## config.mk

```make
export PLATFORM = sky130hd
export DESIGN_NAME = position_datum_scale_stopwatch
export DESIGN_NICKNAME = d
export VERILOG_FILES = /design/src/core/datum_pkg.sv /design/src/core/position_datum_scale_stopwatch.sv
export SDC_FILE = /design/constraint.sdc
export NUM_CORES = 2
export LEC_CHECK = 0
export CAP_MARGIN = 20
export CORE_ASPECT_RATIO = 2
export CORE_MARGIN = 5
export CORE_UTILIZATION = 45
export DETAILED_ROUTE_END_ITERATION = 6
export DONT_BUFFER_PORTS = 1
export SETUP_SLACK_MARGIN = 0.15
export SYNTH_ARGS = -nofsm -noshare
export SYNTH_HDL_FRONTEND = slang
export SYNTH_SLANG_ARGS = --single-unit
```

## constraint.sdc

```tcl
create_clock -name clock -period 8.3 [get_ports clock]
set_input_delay 1.66 -clock clock [delete_from_list [all_inputs] [get_ports clock]]
set_output_delay 1.66 -clock clock [all_outputs]
set_load 0.02 [all_outputs]
```

## src/core/datum_pkg.sv

```systemverilog
// constants shared by the datum, scale and stopwatch logic
package datum_pkg;
    // register byte offsets
    localparam logic [7:0]
        ADDR_CTRL = 8'h00,
        ADDR_CMD = 8'h04,
        ADDR_ENTRY = 8'h08,
        ADDR_SCALE = 8'h0C,
        ADDR_STATUS = 8'h10,
        ADDR_FIRST = 8'h14,
        ADDR_SECOND = 8'h18,
        ADDR_COUPLED = 8'h1C,
        ADDR_PRESET = 8'h20,
        ADDR_WATCH = 8'h24,
        ADDR_AXIS_CFG = 8'h28,
        ADDR_FORMULA_K = 8'h2C;
    // control register fields
    localparam int
        CTRL_COUPLED = 0,
        CTRL_FORM_LO = 1,
        CTRL_DATUM = 3,
        CTRL_TARGET = 4,
        CTRL_SCALE1 = 5,
        CTRL_SCALE2 = 6;
    // command bits, one-cycle actions
    localparam int
        CMD_RESET = 0,
        CMD_PRESET = 1,
        CMD_ENTER_DISP = 2,
        CMD_ENTER_PRESET = 3,
        CMD_UNIT = 4,
        CMD_ANGLE = 5,
        CMD_SW_TOGGLE = 6,
        CMD_SW_RESET = 7,
        CMD_CANCEL = 8;
    // coupled formula selections
    localparam logic [1:0] FORM_SUM = 2'h0;
    localparam logic [1:0] FORM_DIFF = 2'h1;
    localparam logic [1:0] FORM_FIRST = 2'h2;
    // scale factor in millionths
    localparam logic signed [31:0] SCALE_ONE = 32'shF4240;
    localparam logic signed [31:0] SCALE_MIN = 32'sh186A0;
    localparam logic signed [31:0] SCALE_MAX = 32'sh989680;
    // angle format one-hot codes
    typedef enum logic [2:0] {
        ANG_DEC_DEG = 3'h1,
        ANG_RADIAN = 3'h2,
        ANG_DMS = 3'h4
    } angle_e;
    // timing
    localparam int CLOCK_PERIOD_NS = 10;
    localparam int SECOND_NS = 1000000000;
    localparam int FLASH_HALF_NS = 250000000;
    localparam int TICK_CYCLES = SECOND_NS / CLOCK_PERIOD_NS;
    localparam int FLASH_CYCLES = FLASH_HALF_NS / CLOCK_PERIOD_NS;
    localparam logic [5:0] WRAP_SIXTY = 6'h3B;
endpackage

```

## src/core/position_datum_scale_stopwatch.sv

```systemverilog
// datum, scale, unit and stopwatch logic for a two-axis readout
`timescale 1ns/1ps

// What this block does
// - coupled reset zeroes both axis displays
// - coupled output shows formula of zeroed axes
// - coupled enter loads first, clears second
// - coupled preset loads datum value, clears second
// - pending entry flashes set, applied on enter
// - encoder movement multiplied by active factor
// - factor magnitude 0.1 to 10, on/off
// - scaling indicator when factor not one and scaling is on for an axis
// - factor kept in nonvolatile storage
// - scaling enabled only on linear axes
// - negative factor mirrors and scales together
// - unit toggles mm/inch, restored at power-up
// - angle format cycles through three encodings
// - entered datum preset stored on enter
// - stopwatch counts h:m:s from zero
// - stopwatch accumulates, stop holds value
// - start/stop toggles, running reported
// - stopwatch reset clears and stops
// - stopwatch requests act immediately
// - field shows m:s below hour, else h:m
// - two datums per axis, selectable
module position_datum_scale_stopwatch
    import datum_pkg::*;
#(
    parameter int TICK_LEN = TICK_CYCLES,
    parameter int FLASH_LEN = FLASH_CYCLES
) (
    input wire logic clock,
    input wire logic reset_n,
    input wire logic clock_en,
    input wire logic [7:0] address,
    input wire logic [31:0] write_data,
    input wire logic write_strobe,
    input wire logic read_strobe,
    output logic [31:0] read_data,
    input wire logic signed [7:0] first_axis_delta,
    input wire logic signed [7:0] second_axis_delta,
    input wire logic ext_reset_pin,
    input wire logic ext_preset_pin,
    input wire logic signed [31:0] nv_scale_in,
    input wire logic nv_inch_in,
    input wire logic [2:0] nv_angle_in,
    output logic nv_write,
    output logic signed [31:0] nv_scale_out,
    output logic nv_inch_out,
    output logic [2:0] nv_angle_out,
    output logic set_flash,
    output logic scale_indicator,
    output logic watch_running,
    output logic [5:0] watch_field_hi,
    output logic [5:0] watch_field_lo,
    output logic watch_field_hours
);

    typedef enum logic [1:0] {
        SW_STOPPED = 2'h1,
        SW_RUNNING = 2'h2
    } watch_e;

    // scaled movement in millionths of a count
    function automatic logic signed [31:0] scale_move(
        input logic signed [7:0] delta,
        input logic signed [31:0] factor,
        input logic enabled
    );
        logic signed [39:0] product;
        product = 40'(delta) * 40'(enabled ? factor : SCALE_ONE);
        return product[31:0];
    endfunction

    // accepted range, sign ignored so mirroring stays legal
    function automatic logic factor_ok(input logic signed [31:0] f);
        logic signed [31:0] mag;
        mag = (f < 0) ? -f : f;
        return (mag >= SCALE_MIN) && (mag <= SCALE_MAX);
    endfunction

    logic [6:0] ctrl; // control bits
    logic [1:0] axis_linear; // axis type, 1 = linear encoder
    logic signed [31:0] entry; // keyed value waiting for enter
    logic entry_pending; // entry not yet confirmed
    logic signed [31:0] scale_factor; // active factor, millionths
    logic signed [31:0] preset_value; // stored datum preset
    logic signed [31:0] formula_k; // constant term of coupled formula
    logic signed [31:0] raw_pos [2]; // scaled encoder positions
    logic signed [31:0] offset [2][2]; // [axis][datum] offsets
    logic inch_mode; // linear unit
    angle_e angle_fmt; // angular format
    logic restored; // nonvolatile settings taken
    logic [2:0] reset_sync; // pin synchroniser plus edge history
    logic [2:0] preset_sync;
    logic [31:0] flash_count;
    logic flash_phase;
    watch_e watch_state;
    logic [31:0] tick_count;
    logic [5:0] seconds;
    logic [5:0] minutes;
    logic [7:0] hours;

    logic do_write;
    logic [8:0] cmd;
    logic cmd_reset;
    logic cmd_preset;
    logic signed [31:0] disp [2];
    logic signed [31:0] coupled_value;
    logic datum_sel;
    logic target;
    logic tick;

    assign do_write = clock_en && write_strobe;
    // commands last the write cycle
    assign cmd = (do_write && address == ADDR_CMD) ? write_data[8:0] : 9'h000;
    // pin rising edge: second flop against third
    assign cmd_reset = cmd[CMD_RESET] || (clock_en && reset_sync[1] && !reset_sync[2]);
    assign cmd_preset = cmd[CMD_PRESET] || (clock_en && preset_sync[1] && !preset_sync[2]);
    assign datum_sel = ctrl[CTRL_DATUM];
    assign target = ctrl[CTRL_TARGET];
    assign tick = (watch_state == SW_RUNNING) && (tick_count == 32'(TICK_LEN - 1));

    // display: position against chosen datum
    always_comb begin
        for (int a = 0; a < 2; a++) begin
            disp[a] = raw_pos[a] + offset[a][datum_sel];
        end
    end

    // coupled formula over both displays, or over the first alone
    always_comb begin
        case (ctrl[CTRL_FORM_LO +: 2])
            FORM_SUM: coupled_value = disp[0] + disp[1] + formula_k;
            FORM_DIFF: coupled_value = disp[0] - disp[1] + formula_k;
            FORM_FIRST: coupled_value = disp[0] + formula_k;
            default: coupled_value = disp[0] + disp[1] + formula_k;
        endcase
    end

    // pins pass two flops before any logic
    always_ff @(posedge clock or negedge reset_n) begin
        if (!reset_n) begin
            reset_sync <= 3'h0;
            preset_sync <= 3'h0;
        end else if (clock_en) begin
            reset_sync <= {reset_sync[1:0], ext_reset_pin};
            preset_sync <= {preset_sync[1:0], ext_preset_pin};
        end
    end

    // control register, scaling refused on non-linear axes
    always_ff @(posedge clock or negedge reset_n) begin
        if (!reset_n) begin
            ctrl <= 7'h00;
            axis_linear <= 2'h3;
            formula_k <= 32'sh0;
        end else if (do_write) begin
            if (address == ADDR_CTRL) begin
                ctrl[4:0] <= write_data[4:0];
                ctrl[CTRL_SCALE1] <= write_data[CTRL_SCALE1] && axis_linear[0];
                ctrl[CTRL_SCALE2] <= write_data[CTRL_SCALE2] && axis_linear[1];
            end else if (address == ADDR_AXIS_CFG) begin
                axis_linear <= write_data[1:0];
                // a non-linear axis drops its scaling
                ctrl[CTRL_SCALE1] <= ctrl[CTRL_SCALE1] && write_data[0];
                ctrl[CTRL_SCALE2] <= ctrl[CTRL_SCALE2] && write_data[1];
            end else if (address == ADDR_FORMULA_K) begin
                formula_k <= write_data;
            end
        end
    end

    // keyed entry: held until enter or cancel
    always_ff @(posedge clock or negedge reset_n) begin
        if (!reset_n) begin
            entry <= 32'sh0;
            entry_pending <= 1'b0;
        end else if (do_write && address == ADDR_ENTRY) begin
            entry <= write_data;
            entry_pending <= 1'b1;
        end else if (cmd[CMD_ENTER_DISP] || cmd[CMD_ENTER_PRESET] || cmd[CMD_CANCEL]) begin
            entry_pending <= 1'b0;
        end
    end

    // set indicator flashes while entry waits
    always_ff @(posedge clock or negedge reset_n) begin
        if (!reset_n) begin
            flash_count <= 32'h0;
            flash_phase <= 1'b0;
        end else if (clock_en) begin
            if (!entry_pending) begin
                flash_count <= 32'h0;
                flash_phase <= 1'b1;
            end else if (flash_count == 32'(FLASH_LEN - 1)) begin
                flash_count <= 32'h0;
                flash_phase <= !flash_phase;
            end else begin
                flash_count <= flash_count + 32'h1;
            end
        end
    end
    assign set_flash = entry_pending && flash_phase;

    // stored datum preset for later presets
    always_ff @(posedge clock or negedge reset_n) begin
        if (!reset_n) begin
            preset_value <= 32'sh0;
        end else if (cmd[CMD_ENTER_PRESET] && entry_pending) begin
            preset_value <= entry;
        end
    end

    // scaled movement, mirrored by a negative factor
    always_ff @(posedge clock or negedge reset_n) begin
        if (!reset_n) begin
            raw_pos[0] <= 32'sh0;
            raw_pos[1] <= 32'sh0;
        end else if (clock_en) begin
            raw_pos[0] <= raw_pos[0]
                + scale_move(first_axis_delta, scale_factor, ctrl[CTRL_SCALE1]);
            raw_pos[1] <= raw_pos[1]
                + scale_move(second_axis_delta, scale_factor, ctrl[CTRL_SCALE2]);
        end
    end

    // datum offsets on the selected datum
    // movement in the same cycle lands after the new datum
    always_ff @(posedge clock or negedge reset_n) begin
        if (!reset_n) begin
            for (int a = 0; a < 2; a++) begin
                offset[a][0] <= 32'sh0;
                offset[a][1] <= 32'sh0;
            end
        end else if (ctrl[CTRL_COUPLED]) begin
            // coupled mode: both axes move together
            if (cmd_reset) begin
                offset[0][datum_sel] <= -raw_pos[0];
                offset[1][datum_sel] <= -raw_pos[1];
            end else if (cmd_preset) begin
                offset[0][datum_sel] <= preset_value - raw_pos[0];
                offset[1][datum_sel] <= -raw_pos[1];
            end else if (cmd[CMD_ENTER_DISP] && entry_pending) begin
                offset[0][datum_sel] <= entry - raw_pos[0];
                offset[1][datum_sel] <= -raw_pos[1];
            end
        end else begin
            // single mode: target axis only
            if (cmd_reset) begin
                offset[target][datum_sel] <= -raw_pos[target];
            end else if (cmd_preset) begin
                offset[target][datum_sel] <= preset_value - raw_pos[target];
            end else if (cmd[CMD_ENTER_DISP] && entry_pending) begin
                offset[target][datum_sel] <= entry - raw_pos[target];
            end
        end
    end

    // settings restored once, then set by software
    always_ff @(posedge clock or negedge reset_n) begin
        if (!reset_n) begin
            restored <= 1'b0;
            scale_factor <= SCALE_ONE;
            inch_mode <= 1'b0;
            angle_fmt <= ANG_DEC_DEG;
        end else if (clock_en) begin
            if (!restored) begin
                restored <= 1'b1;
                // bad stored factor falls back to unity
                scale_factor <= factor_ok(nv_scale_in) ? nv_scale_in : SCALE_ONE;
                inch_mode <= nv_inch_in;
                case (nv_angle_in)
                    3'h2: angle_fmt <= ANG_RADIAN;
                    3'h4: angle_fmt <= ANG_DMS;
                    default: angle_fmt <= ANG_DEC_DEG;
                endcase
            end else begin
                // out-of-range factor ignored
                if (do_write && address == ADDR_SCALE && factor_ok(write_data)) begin
                    scale_factor <= write_data;
                end
                if (cmd[CMD_UNIT]) begin
                    inch_mode <= !inch_mode;
                end
                if (cmd[CMD_ANGLE]) begin
                    case (angle_fmt)
                        ANG_DEC_DEG: angle_fmt <= ANG_RADIAN;
                        ANG_RADIAN: angle_fmt <= ANG_DMS;
                        ANG_DMS: angle_fmt <= ANG_DEC_DEG;
                        default: angle_fmt <= ANG_DEC_DEG;
                    endcase
                end
            end
        end
    end

    // store request on a kept setting change
    always_ff @(posedge clock or negedge reset_n) begin
        if (!reset_n) begin
            nv_write <= 1'b0;
        end else if (clock_en) begin
            nv_write <= restored && (cmd[CMD_UNIT] || cmd[CMD_ANGLE]
                || (do_write && address == ADDR_SCALE && factor_ok(write_data)));
        end else begin
            nv_write <= 1'b0;
        end
    end
    assign nv_scale_out = scale_factor;
    assign nv_inch_out = inch_mode;
    assign nv_angle_out = angle_fmt;

    // indicator when scaling is not unity
    assign scale_indicator = (ctrl[CTRL_SCALE1] || ctrl[CTRL_SCALE2])
        && (scale_factor != SCALE_ONE);

    // stopwatch state: requests act at once, reset wins over toggle
    always_ff @(posedge clock or negedge reset_n) begin
        if (!reset_n) begin
            watch_state <= SW_STOPPED;
        end else if (clock_en) begin
            case (watch_state)
                SW_STOPPED: begin
                    if (!cmd[CMD_SW_RESET] && cmd[CMD_SW_TOGGLE]) begin
                        watch_state <= SW_RUNNING;
                    end
                end
                SW_RUNNING: begin
                    if (cmd[CMD_SW_RESET] || cmd[CMD_SW_TOGGLE]) begin
                        watch_state <= SW_STOPPED;
                    end
                end
                default: watch_state <= SW_STOPPED;
            endcase
        end
    end
    assign watch_running = (watch_state == SW_RUNNING);

    // divider paused while stopped, so intervals add
    always_ff @(posedge clock or negedge reset_n) begin
        if (!reset_n) begin
            tick_count <= 32'h0;
        end else if (clock_en) begin
            if (cmd[CMD_SW_RESET]) begin
                tick_count <= 32'h0;
            end else if (tick) begin
                tick_count <= 32'h0;
            end else if (watch_state == SW_RUNNING) begin
                tick_count <= tick_count + 32'h1;
            end
        end
    end

    // elapsed h:m:s from zero; hours saturate
    always_ff @(posedge clock or negedge reset_n) begin
        if (!reset_n) begin
            seconds <= 6'h0;
            minutes <= 6'h0;
            hours <= 8'h0;
        end else if (clock_en) begin
            if (cmd[CMD_SW_RESET]) begin
                seconds <= 6'h0;
                minutes <= 6'h0;
                hours <= 8'h0;
            end else if (tick) begin
                if (seconds == WRAP_SIXTY) begin
                    seconds <= 6'h0;
                    if (minutes == WRAP_SIXTY) begin
                        minutes <= 6'h0;
                        if (hours != 8'hFF) begin
                            hours <= hours + 8'h1;
                        end
                    end else begin
                        minutes <= minutes + 6'h1;
                    end
                end else begin
                    seconds <= seconds + 6'h1;
                end
            end
        end
    end

    // status-bar field, registered
    always_ff @(posedge clock or negedge reset_n) begin
        if (!reset_n) begin
            watch_field_hi <= 6'h0;
            watch_field_lo <= 6'h0;
            watch_field_hours <= 1'b0;
        end else if (clock_en) begin
            watch_field_hours <= (hours != 8'h0);
            watch_field_hi <= (hours != 8'h0) ? 6'(hours) : minutes;
            watch_field_lo <= (hours != 8'h0) ? minutes : seconds;
        end
    end

    // read data one cycle after strobe, else zero
    always_ff @(posedge clock or negedge reset_n) begin
        if (!reset_n) begin
            read_data <= 32'h0;
        end else if (clock_en && read_strobe) begin
            case (address)
                ADDR_CTRL: read_data <= {25'h0, ctrl};
                ADDR_ENTRY: read_data <= entry;
                ADDR_SCALE: read_data <= scale_factor;
                ADDR_STATUS: read_data <= {24'h0, angle_fmt, inch_mode,
                    scale_indicator, watch_running, set_flash, entry_pending};
                ADDR_FIRST: read_data <= disp[0];
                ADDR_SECOND: read_data <= disp[1];
                ADDR_COUPLED: read_data <= coupled_value;
                ADDR_PRESET: read_data <= preset_value;
                ADDR_WATCH: read_data <= {12'h0, hours, minutes, seconds};
                ADDR_AXIS_CFG: read_data <= {30'h0, axis_linear};
                ADDR_FORMULA_K: read_data <= formula_k;
                default: read_data <= 32'h0;
            endcase
        end else begin
            read_data <= 32'h0;
        end
    end

endmodule

```

Word level (Yosys, flattened, before mapping)
Index checks and enable logic that the tools add are counted.
{ "word_totals": {"reg_bits": 474, "inputBits": 99, "out_inout_bits": 85, "word_cells": 235} }
{ "classes": {"addsub": 23, "n_mul": 2, "order_cmp": 10, "n_eq_ne": 31, "mux": 73, "n_bitwise": 4, "reduce_logical": 61} }
{ "op_table": {"columns": ["cell", "count"], "rows": [
  ["128-bit two-way mux", 7],
  ["32-bit two-way mux", 21],
  ["128-bit bitwise mux", 3],
  ["32-bit case mux with 11 select lines", 1],
  ["32-bit adder", 8],
  ["64-bit bitwise mux", 4],
  ["32-bit negator", 5],
  ["32-bit subtractor", 5],
  ["8-bit by 40-bit multiplier with 32-bit output", 2],
  ["40-bit two-way mux", 2],
  ["32-bit by 1-bit adder with 32-bit output, second input constant", 2],
  ["64-bit demux with 1-bit select", 1],
  ["32-bit by 18-bit >= comparator with 1-bit output, second input constant", 2],
  ["32-bit by 25-bit <= comparator with 1-bit output, second input constant", 2],
  ["32-bit by 1-bit less-than comparator with 1-bit output, second input constant", 2],
  ["64-bit two-way mux", 1],
  ["32-bit case mux with 2 select lines", 1],
  ["6-bit two-way mux", 9],
  ["8-bit two-way mux", 5],
  ["32-bit demux with 1-bit select", 1],
  ["32-bit by 25-bit == test with 1-bit output, second input constant", 1],
  ["32-bit by 27-bit == test with 1-bit output, second input constant", 1],
  ["8-bit by 5-bit == test with 1-bit output, second input constant", 4],
  ["8-bit by 6-bit == test with 1-bit output, second input constant", 4],
  ["35 further kinds", 110]
]} }

Depth between registers and ports, before layout
{ "depth": {"depth_word": 12, "mapped_depth": 33, "depth_no_buf": 29} }

Least setup slack after synthesis
No wires, ideal clock.
{ "synth_timing": {"path_type": "input port to flip-flop", "start": "input second_axis_delta[0]", "end": "register raw_pos[28] in the netlist's numbering", "setup_time_ns": 0.095, "arrival_ns": 7.145, "required_time_ns": 8.205, "path_slack_ns": 1.059, "cell_stages": 25, "n_path_buf": 2, "path_cell_list": "clkbuf_1 clkbuf_1 nand2_1 fa_1 fa_1 inv_1 ha_1 inv_1 fa_1 inv_1 ha_1 ha_1 fa_1 a21o_1 a21o_1 a21o_1 a21o_1 a21oi_1 o31ai_1 a41oi_1 o21ai_0 o211a_1 o21a_1 o21a_1 o31ai_1"} }
{ "synth_between": {"elab_chain_cells": 2} }
{ "synth_lines": {"columns": ["element", "line", "text"], "rows": [
  ["start: declaration", "position_datum_scale_stopwatch.sv:41", "input wire logic signed [7:0] second_axis_delta,"],
  ["8-bit by 40-bit multiplier with 32-bit output", "position_datum_scale_stopwatch.sv:71", "product = 40'(delta) * 40'(enabled ? factor : SCALE_ONE);"],
  ["32-bit adder", "position_datum_scale_stopwatch.sv:224", "+ scale_move(second_axis_delta, scale_factor, ctrl[CTRL_SCALE2]);"],
  ["end: declaration", "position_datum_scale_stopwatch.sv:89", "logic signed [31:0] raw_pos [2];"]
]} }
No other way between the ends.
A chain may end at the register's enable or synchronous reset.

Final worst setup path
{ "layout_timing": {"start": "register ctrl[3]", "end": "register read_data[31]"} }
{ "layout_between": {"elab_chain_cells": 10, "word_cells_on_any_way": 17, "cone_classes": "add/sub: 7; mux: 9; bitwise: 1"} }
{ "layout_lines": {"columns": ["element", "line", "text"], "rows": [
  ["start: declaration", "position_datum_scale_stopwatch.sv:82", "logic [6:0] ctrl;"],
  ["start signal: assignment", "position_datum_scale_stopwatch.sv:160", "ctrl[4:0] <= write_data[4:0];"],
  ["start signal: indexed assignment", "position_datum_scale_stopwatch.sv:161", "ctrl[CTRL_SCALE1] <= write_data[CTRL_SCALE1] && axis_linear[0];"],
  ["start signal: indexed assignment", "position_datum_scale_stopwatch.sv:162", "ctrl[CTRL_SCALE2] <= write_data[CTRL_SCALE2] && axis_linear[1];"],
  ["1-bit NOT with 2-bit output (implied by the code) (*)", "position_datum_scale_stopwatch.sv:127", "disp[a] = raw_pos[a] + offset[a][datum_sel];"],
  ["32-bit two-way mux (implied by the code) (3 in series)", "position_datum_scale_stopwatch.sv:127", null],
  ["32-bit adder", "position_datum_scale_stopwatch.sv:127", null],
  ["32-bit adder / 32-bit subtractor (equally long branches)", "position_datum_scale_stopwatch.sv:134, position_datum_scale_stopwatch.sv:137, position_datum_scale_stopwatch.sv:135", null],
  ["32-bit adder, on equally long branches", "position_datum_scale_stopwatch.sv:134, position_datum_scale_stopwatch.sv:137, position_datum_scale_stopwatch.sv:135", null],
  ["32-bit case mux with 2 select lines", "position_datum_scale_stopwatch.sv:133", "case (ctrl[CTRL_FORM_LO +: 2])"],
  ["32-bit case mux with 11 select lines (*)", "position_datum_scale_stopwatch.sv:401", "case (address)"],
  ["32-bit two-way mux (*)", "position_datum_scale_stopwatch.sv:400", "end else if (clock_en && read_strobe) begin"],
  ["end signal: assignment", "position_datum_scale_stopwatch.sv:402", "ADDR_CTRL: read_data <= {25'h0, ctrl};"],
  ["end signal: assignment", "position_datum_scale_stopwatch.sv:403", "ADDR_ENTRY: read_data <= entry;"],
  ["end signal: assignment", "position_datum_scale_stopwatch.sv:404", "ADDR_SCALE: read_data <= scale_factor;"],
  ["end: declaration", "position_datum_scale_stopwatch.sv:39", "output logic [31:0] read_data,"]
]} }
Every way passes the cells marked *; elsewhere a longest branch is shown, timed or not. The select of a mux whose other input is x is not followed.

==> impl_metrics.py <==
metrics = {
    "clock_network": {
        "cts.sinks": 474,
        "clock_latency_ns": 0.70,
        "clockBufferDepth": 3,
        "cts_max_level": 2,
        "cts_resized": 0,
        "cts.clk_slew.worst_paths_ns": 0.07,
        "cts_tree": "built",
        "clockRootBuffer": "clkbuf_16",
        "cts-hold-fix-buffers": 0,
        "cts_buffers": 51,
        "cts_setup_buffers": 0,
    },
    "yosys": {
        "synth.avg_cell_area_um2": 8.46,
        "async_reset_ff_share_pct": 100,
        "ys.flop_type": "dfrtp_1",
        "yosysSeqAreaShare_pct": 20.4,
        "yosysWarnings": 0,
        "syn-cell-area_mm2": 0.0582,
        "synth_seq_cells": 474,
        "synth-edff-count": 0,
        "synth_nets": 7856,
        "synthDistinctLibCells": 95,
        "syn_inst": 6877,
    },
    "drt": {
        "drt-initial-drc-count": 4386,
        "vias": 54000,
        "routed_wl_mm": 250,
        "dr.pass1.iters": 6,
        "ant_nets": 0,
        "via_per_inst": 6.36,
        "drc": 0,
        "post_drt_wl_per_cell_um": 29.5,
    },
    "floorplan": {
        "row_count": 186,
        "start_util_pct": 45.3,
        "io_pins": 184,
        "die_x_um": 264,
        "die_area_mm2": 0.137,
        "fp.dieH_um": 519,
        "core_area_mm2": 0.128,
    },
    "sta": {
        "period_share_pct": 92.5,
        "rsz0062_at_grt": "no",
        "tns_ns": 0,
        "min_period_ns": 7.68,
        "tightestPinTransition_ns": 1.25,
        "clock.fmax_ghz": 0.130,
        "hold_viol": 0,
        "final_max_slew_viol_count": 0,
        "finClkSkew_ns": 0.0672,
        "setup_viol": 0,
        "slew_headroom_pct": 16.4,
    },
    "setup_path": {
        "startpoint_type": "flop",
        "crit_type": "reg -> reg",
        "slowest_delay_ns": 0.61,
        "crit_family": "compound AO/OA/AOI/OAI gates",
        "worstPathArrival_ns": 8.18,
        "critPathSlowestCell": "dfrtp_4",
        "path_common_cell": "a21oi_1",
        "end_kind": "flop",
        "crit_buf_inv": 2,
        "crit_fanout": 22,
        "required_ns": 8.81,
    },
    "grt": {
        "met2_usage_pct": 62.1,
        "grt_usage_pct": 35.4,
        "grt_util_met1_pct": 35.1,
        "antenna_found_initial": 20,
        "grt_start_max_net_pins": 475,
        "met3_usage_pct": 7.34,
        "grt_pass1_vias": 55900,
        "busiest_layer": "met2",
        "grt_overflow": 0,
        "grt_pass1_wl_mm": 365,
    },
    "placement": {
        "place_area_mm2": 0.0601,
        "hpwlAfterDp_mm": 202,
        "portBuffers": 0,
        "gp_congestion": 1.04,
    },
    "run_status": {
        "status": "complete, no violations",
    },
    "cells_and_area": {
        "syn_to_final_growth_pct": 6.70,
        "fin_area_mm2": 0.0621,
        "drive_gt1_share_pct": 7.02,
        "fin_nets": 7703,
        "n_fill_cell": 12700,
    },
    "power": {
        "power_density_mw_per_mm2": 475,
        "netSwitchingFraction_pct": 54.1,
        "pwr-share-clk_pct": 8.5,
        "seqPwrFrac_pct": 11.5,
        "power_switching_uw": 15900,
        "power_leakage_uw": 0.0294,
        "power_frac_comb_pct": 80.1,
        "ir_drop_mv": 0.380,
        "internal_power_uw": 13500,
    },
    "worst_hold_path": {
        "hold_path_class": "reg -> reg",
    },
    "flow_run": {
        "cap_viol_max_count": 0,
    },
}
==> sequential cells by signal, indices dropped and copies added, names as in the netlist, 2 cells and up <==
name / flops
offset: 128
raw_pos: 64
entry: 32
flash_count: 32
formula_k: 32
nv_scale_out: 32
preset_value: 32
read_data: 32
tick_count: 32
hours: 8
ctrl: 7
minutes: 6
seconds: 6
watch_field_hi: 6
watch_field_lo: 6
nv_angle_out: 3
preset_sync: 3
reset_sync: 3
axis_linear: 2
watch_state: 2
==> layout by cell type (no fill, tap or decap), drive strengths merged, types with 77 or more instances in the layout <==
cell type / count
nor3: 116
fa: 438
dfrtp: 463
nor2: 426
ha: 442
nand3: 233
inv: 685
a21o: 200
xor2: 172
mux2: 155
buf: 137
a221oi: 79
o21a: 101
and2: 80
nand2b: 77
xnor2: 281
o21ai: 352
nand2: 648
and3: 175
a21oi: 406
==> through the flow <==
stage,total power (uW),setup slack (ns),util [%],std cells,hold WS [ns]
global placement,26200,0.665,46.8,8353,0.456
CTS,29200,0.731,48.2,8451,0.479
finish,29500,0.624,48.3,8484,0.474
floorplan,20300,1.06,-,6877,0.443
global route,32000,0.221,48.3,8476,0.486
detailed placement,26400,0.697,46.8,8356,0.465
==> worst paths after layout <==
kind	start	to	slack (ns)	cells after the start
min	offset[8]$_DFFE_PN0P_	offset[8]$_DFFE_PN0P_	0.47	2
max in group asynchronous	reset_n	offset[93]$_DFFE_PN0P_	5.30	2
max reg2reg	ctrl[3]$_DFFE_PN0P_	read_data[31]$_DFF_PN0_	0.62	27
min in group asynchronous	reset_n	tick_count[9]$_DFFE_PN0P_	0.65	0
min reg2reg	offset[8]$_DFFE_PN0P_	offset[8]$_DFFE_PN0P_	0.47	2
max	ctrl[3]$_DFFE_PN0P_	read_data[31]$_DFF_PN0_	0.62	27
==> synthesized netlist by cell type, types with 13 or more instances <==
master     number  area share, %
dfrtp_1       463             20
nor3_1        113           0.97
ha_1          442            9.5
inv_1         680            4.4
o21ai_0       328            2.8
o211ai_1       55           0.71
fa_1          438             15
nand3_1       233            2.0
or2_2          32           0.34
or3_1          55           0.59
mux2i_1        46           0.79
a222oi_1       35           0.60
clkbuf_1      305            2.0
a22oi_1        63           0.81
o21a_1        101            1.3
nor2b_1        49           0.53
or4_1          18           0.23
o22ai_1        23           0.25
and2_1         73           0.78
a221oi_1       78            1.2
o41ai_1        19           0.29
xnor2_1       281            4.2
a211o_1        24           0.36
a21boi_0       14           0.18
a211oi_1       51           0.66
and3_1        175            1.9
a21oi_1       406            3.5
buf_1          32           0.21
o21bai_1       41           0.53
a21o_1        200            2.6
o31ai_1        41           0.53
nor4_1         34           0.37
nand2_1       648            4.2
o221ai_1       52           0.78
nor2_1        426            2.7
a31oi_1        54           0.58
nand3b_1       17           0.22
nand2b_1       77           0.83
mux2_2        155            3.0
nand4_1        61           0.66
a41oi_1        13           0.20
o2111ai_1      14           0.21
xor2_1        172            2.6
o21ai_1        24           0.21
==> tightest hold or removal path, stage by stage, from the launching register on <==
cell and delay, ns:
dfrtp_1 0.34, nand2_1 0.04, o21ai_0 0.06
==> power groups by stage <==
stage	Sequential, uW	Combinational (uW)	Clock, uW
final	3380	23600	2500
after global routing	3370	26000	2620
after CTS	3330	23300	2540
after detailed placement	3370	23100	0
after global placement	3370	22900	0
after floorplan	2950	17300	0
==> layer usage <==
metal  vias to the layer above  routed length, um
met5                         -                102
met4                        14              28400
met3                      1009              17500
met2                      2390             123000
met1                     26700              80800
li1                      23900                  -
==> kinds of logic (layout without fill, tap and decap cells) <==
group           count (synthesis)  count (layout)  share of synthesized area, %
fa+ha+maj                     880             880                          24.6
xor+xnor                      455             455                          6.90
simple gates                 2066            2066                          17.2
mux                           201             201                          3.79
compound gates               1775            1775                          20.5
other cells                     0              26                             0
flops                         474             474                          20.4
buf+inv                      1026             915                          6.67
==> cell type report <==
class	instances	area (um2)	share of cell area, %
diodes	26	65.1	0.105
clock buffers	68	1460	2.35
clock inverters	27	307	0.494
inverters	681	2560	4.12
multi-input cells	5377	42500	68.5
flip-flops and latches	474	11900	19.1
well taps	1692	2120	3.41
repair buffers	139	1180	1.89
(Power assumes the default switching activity.)
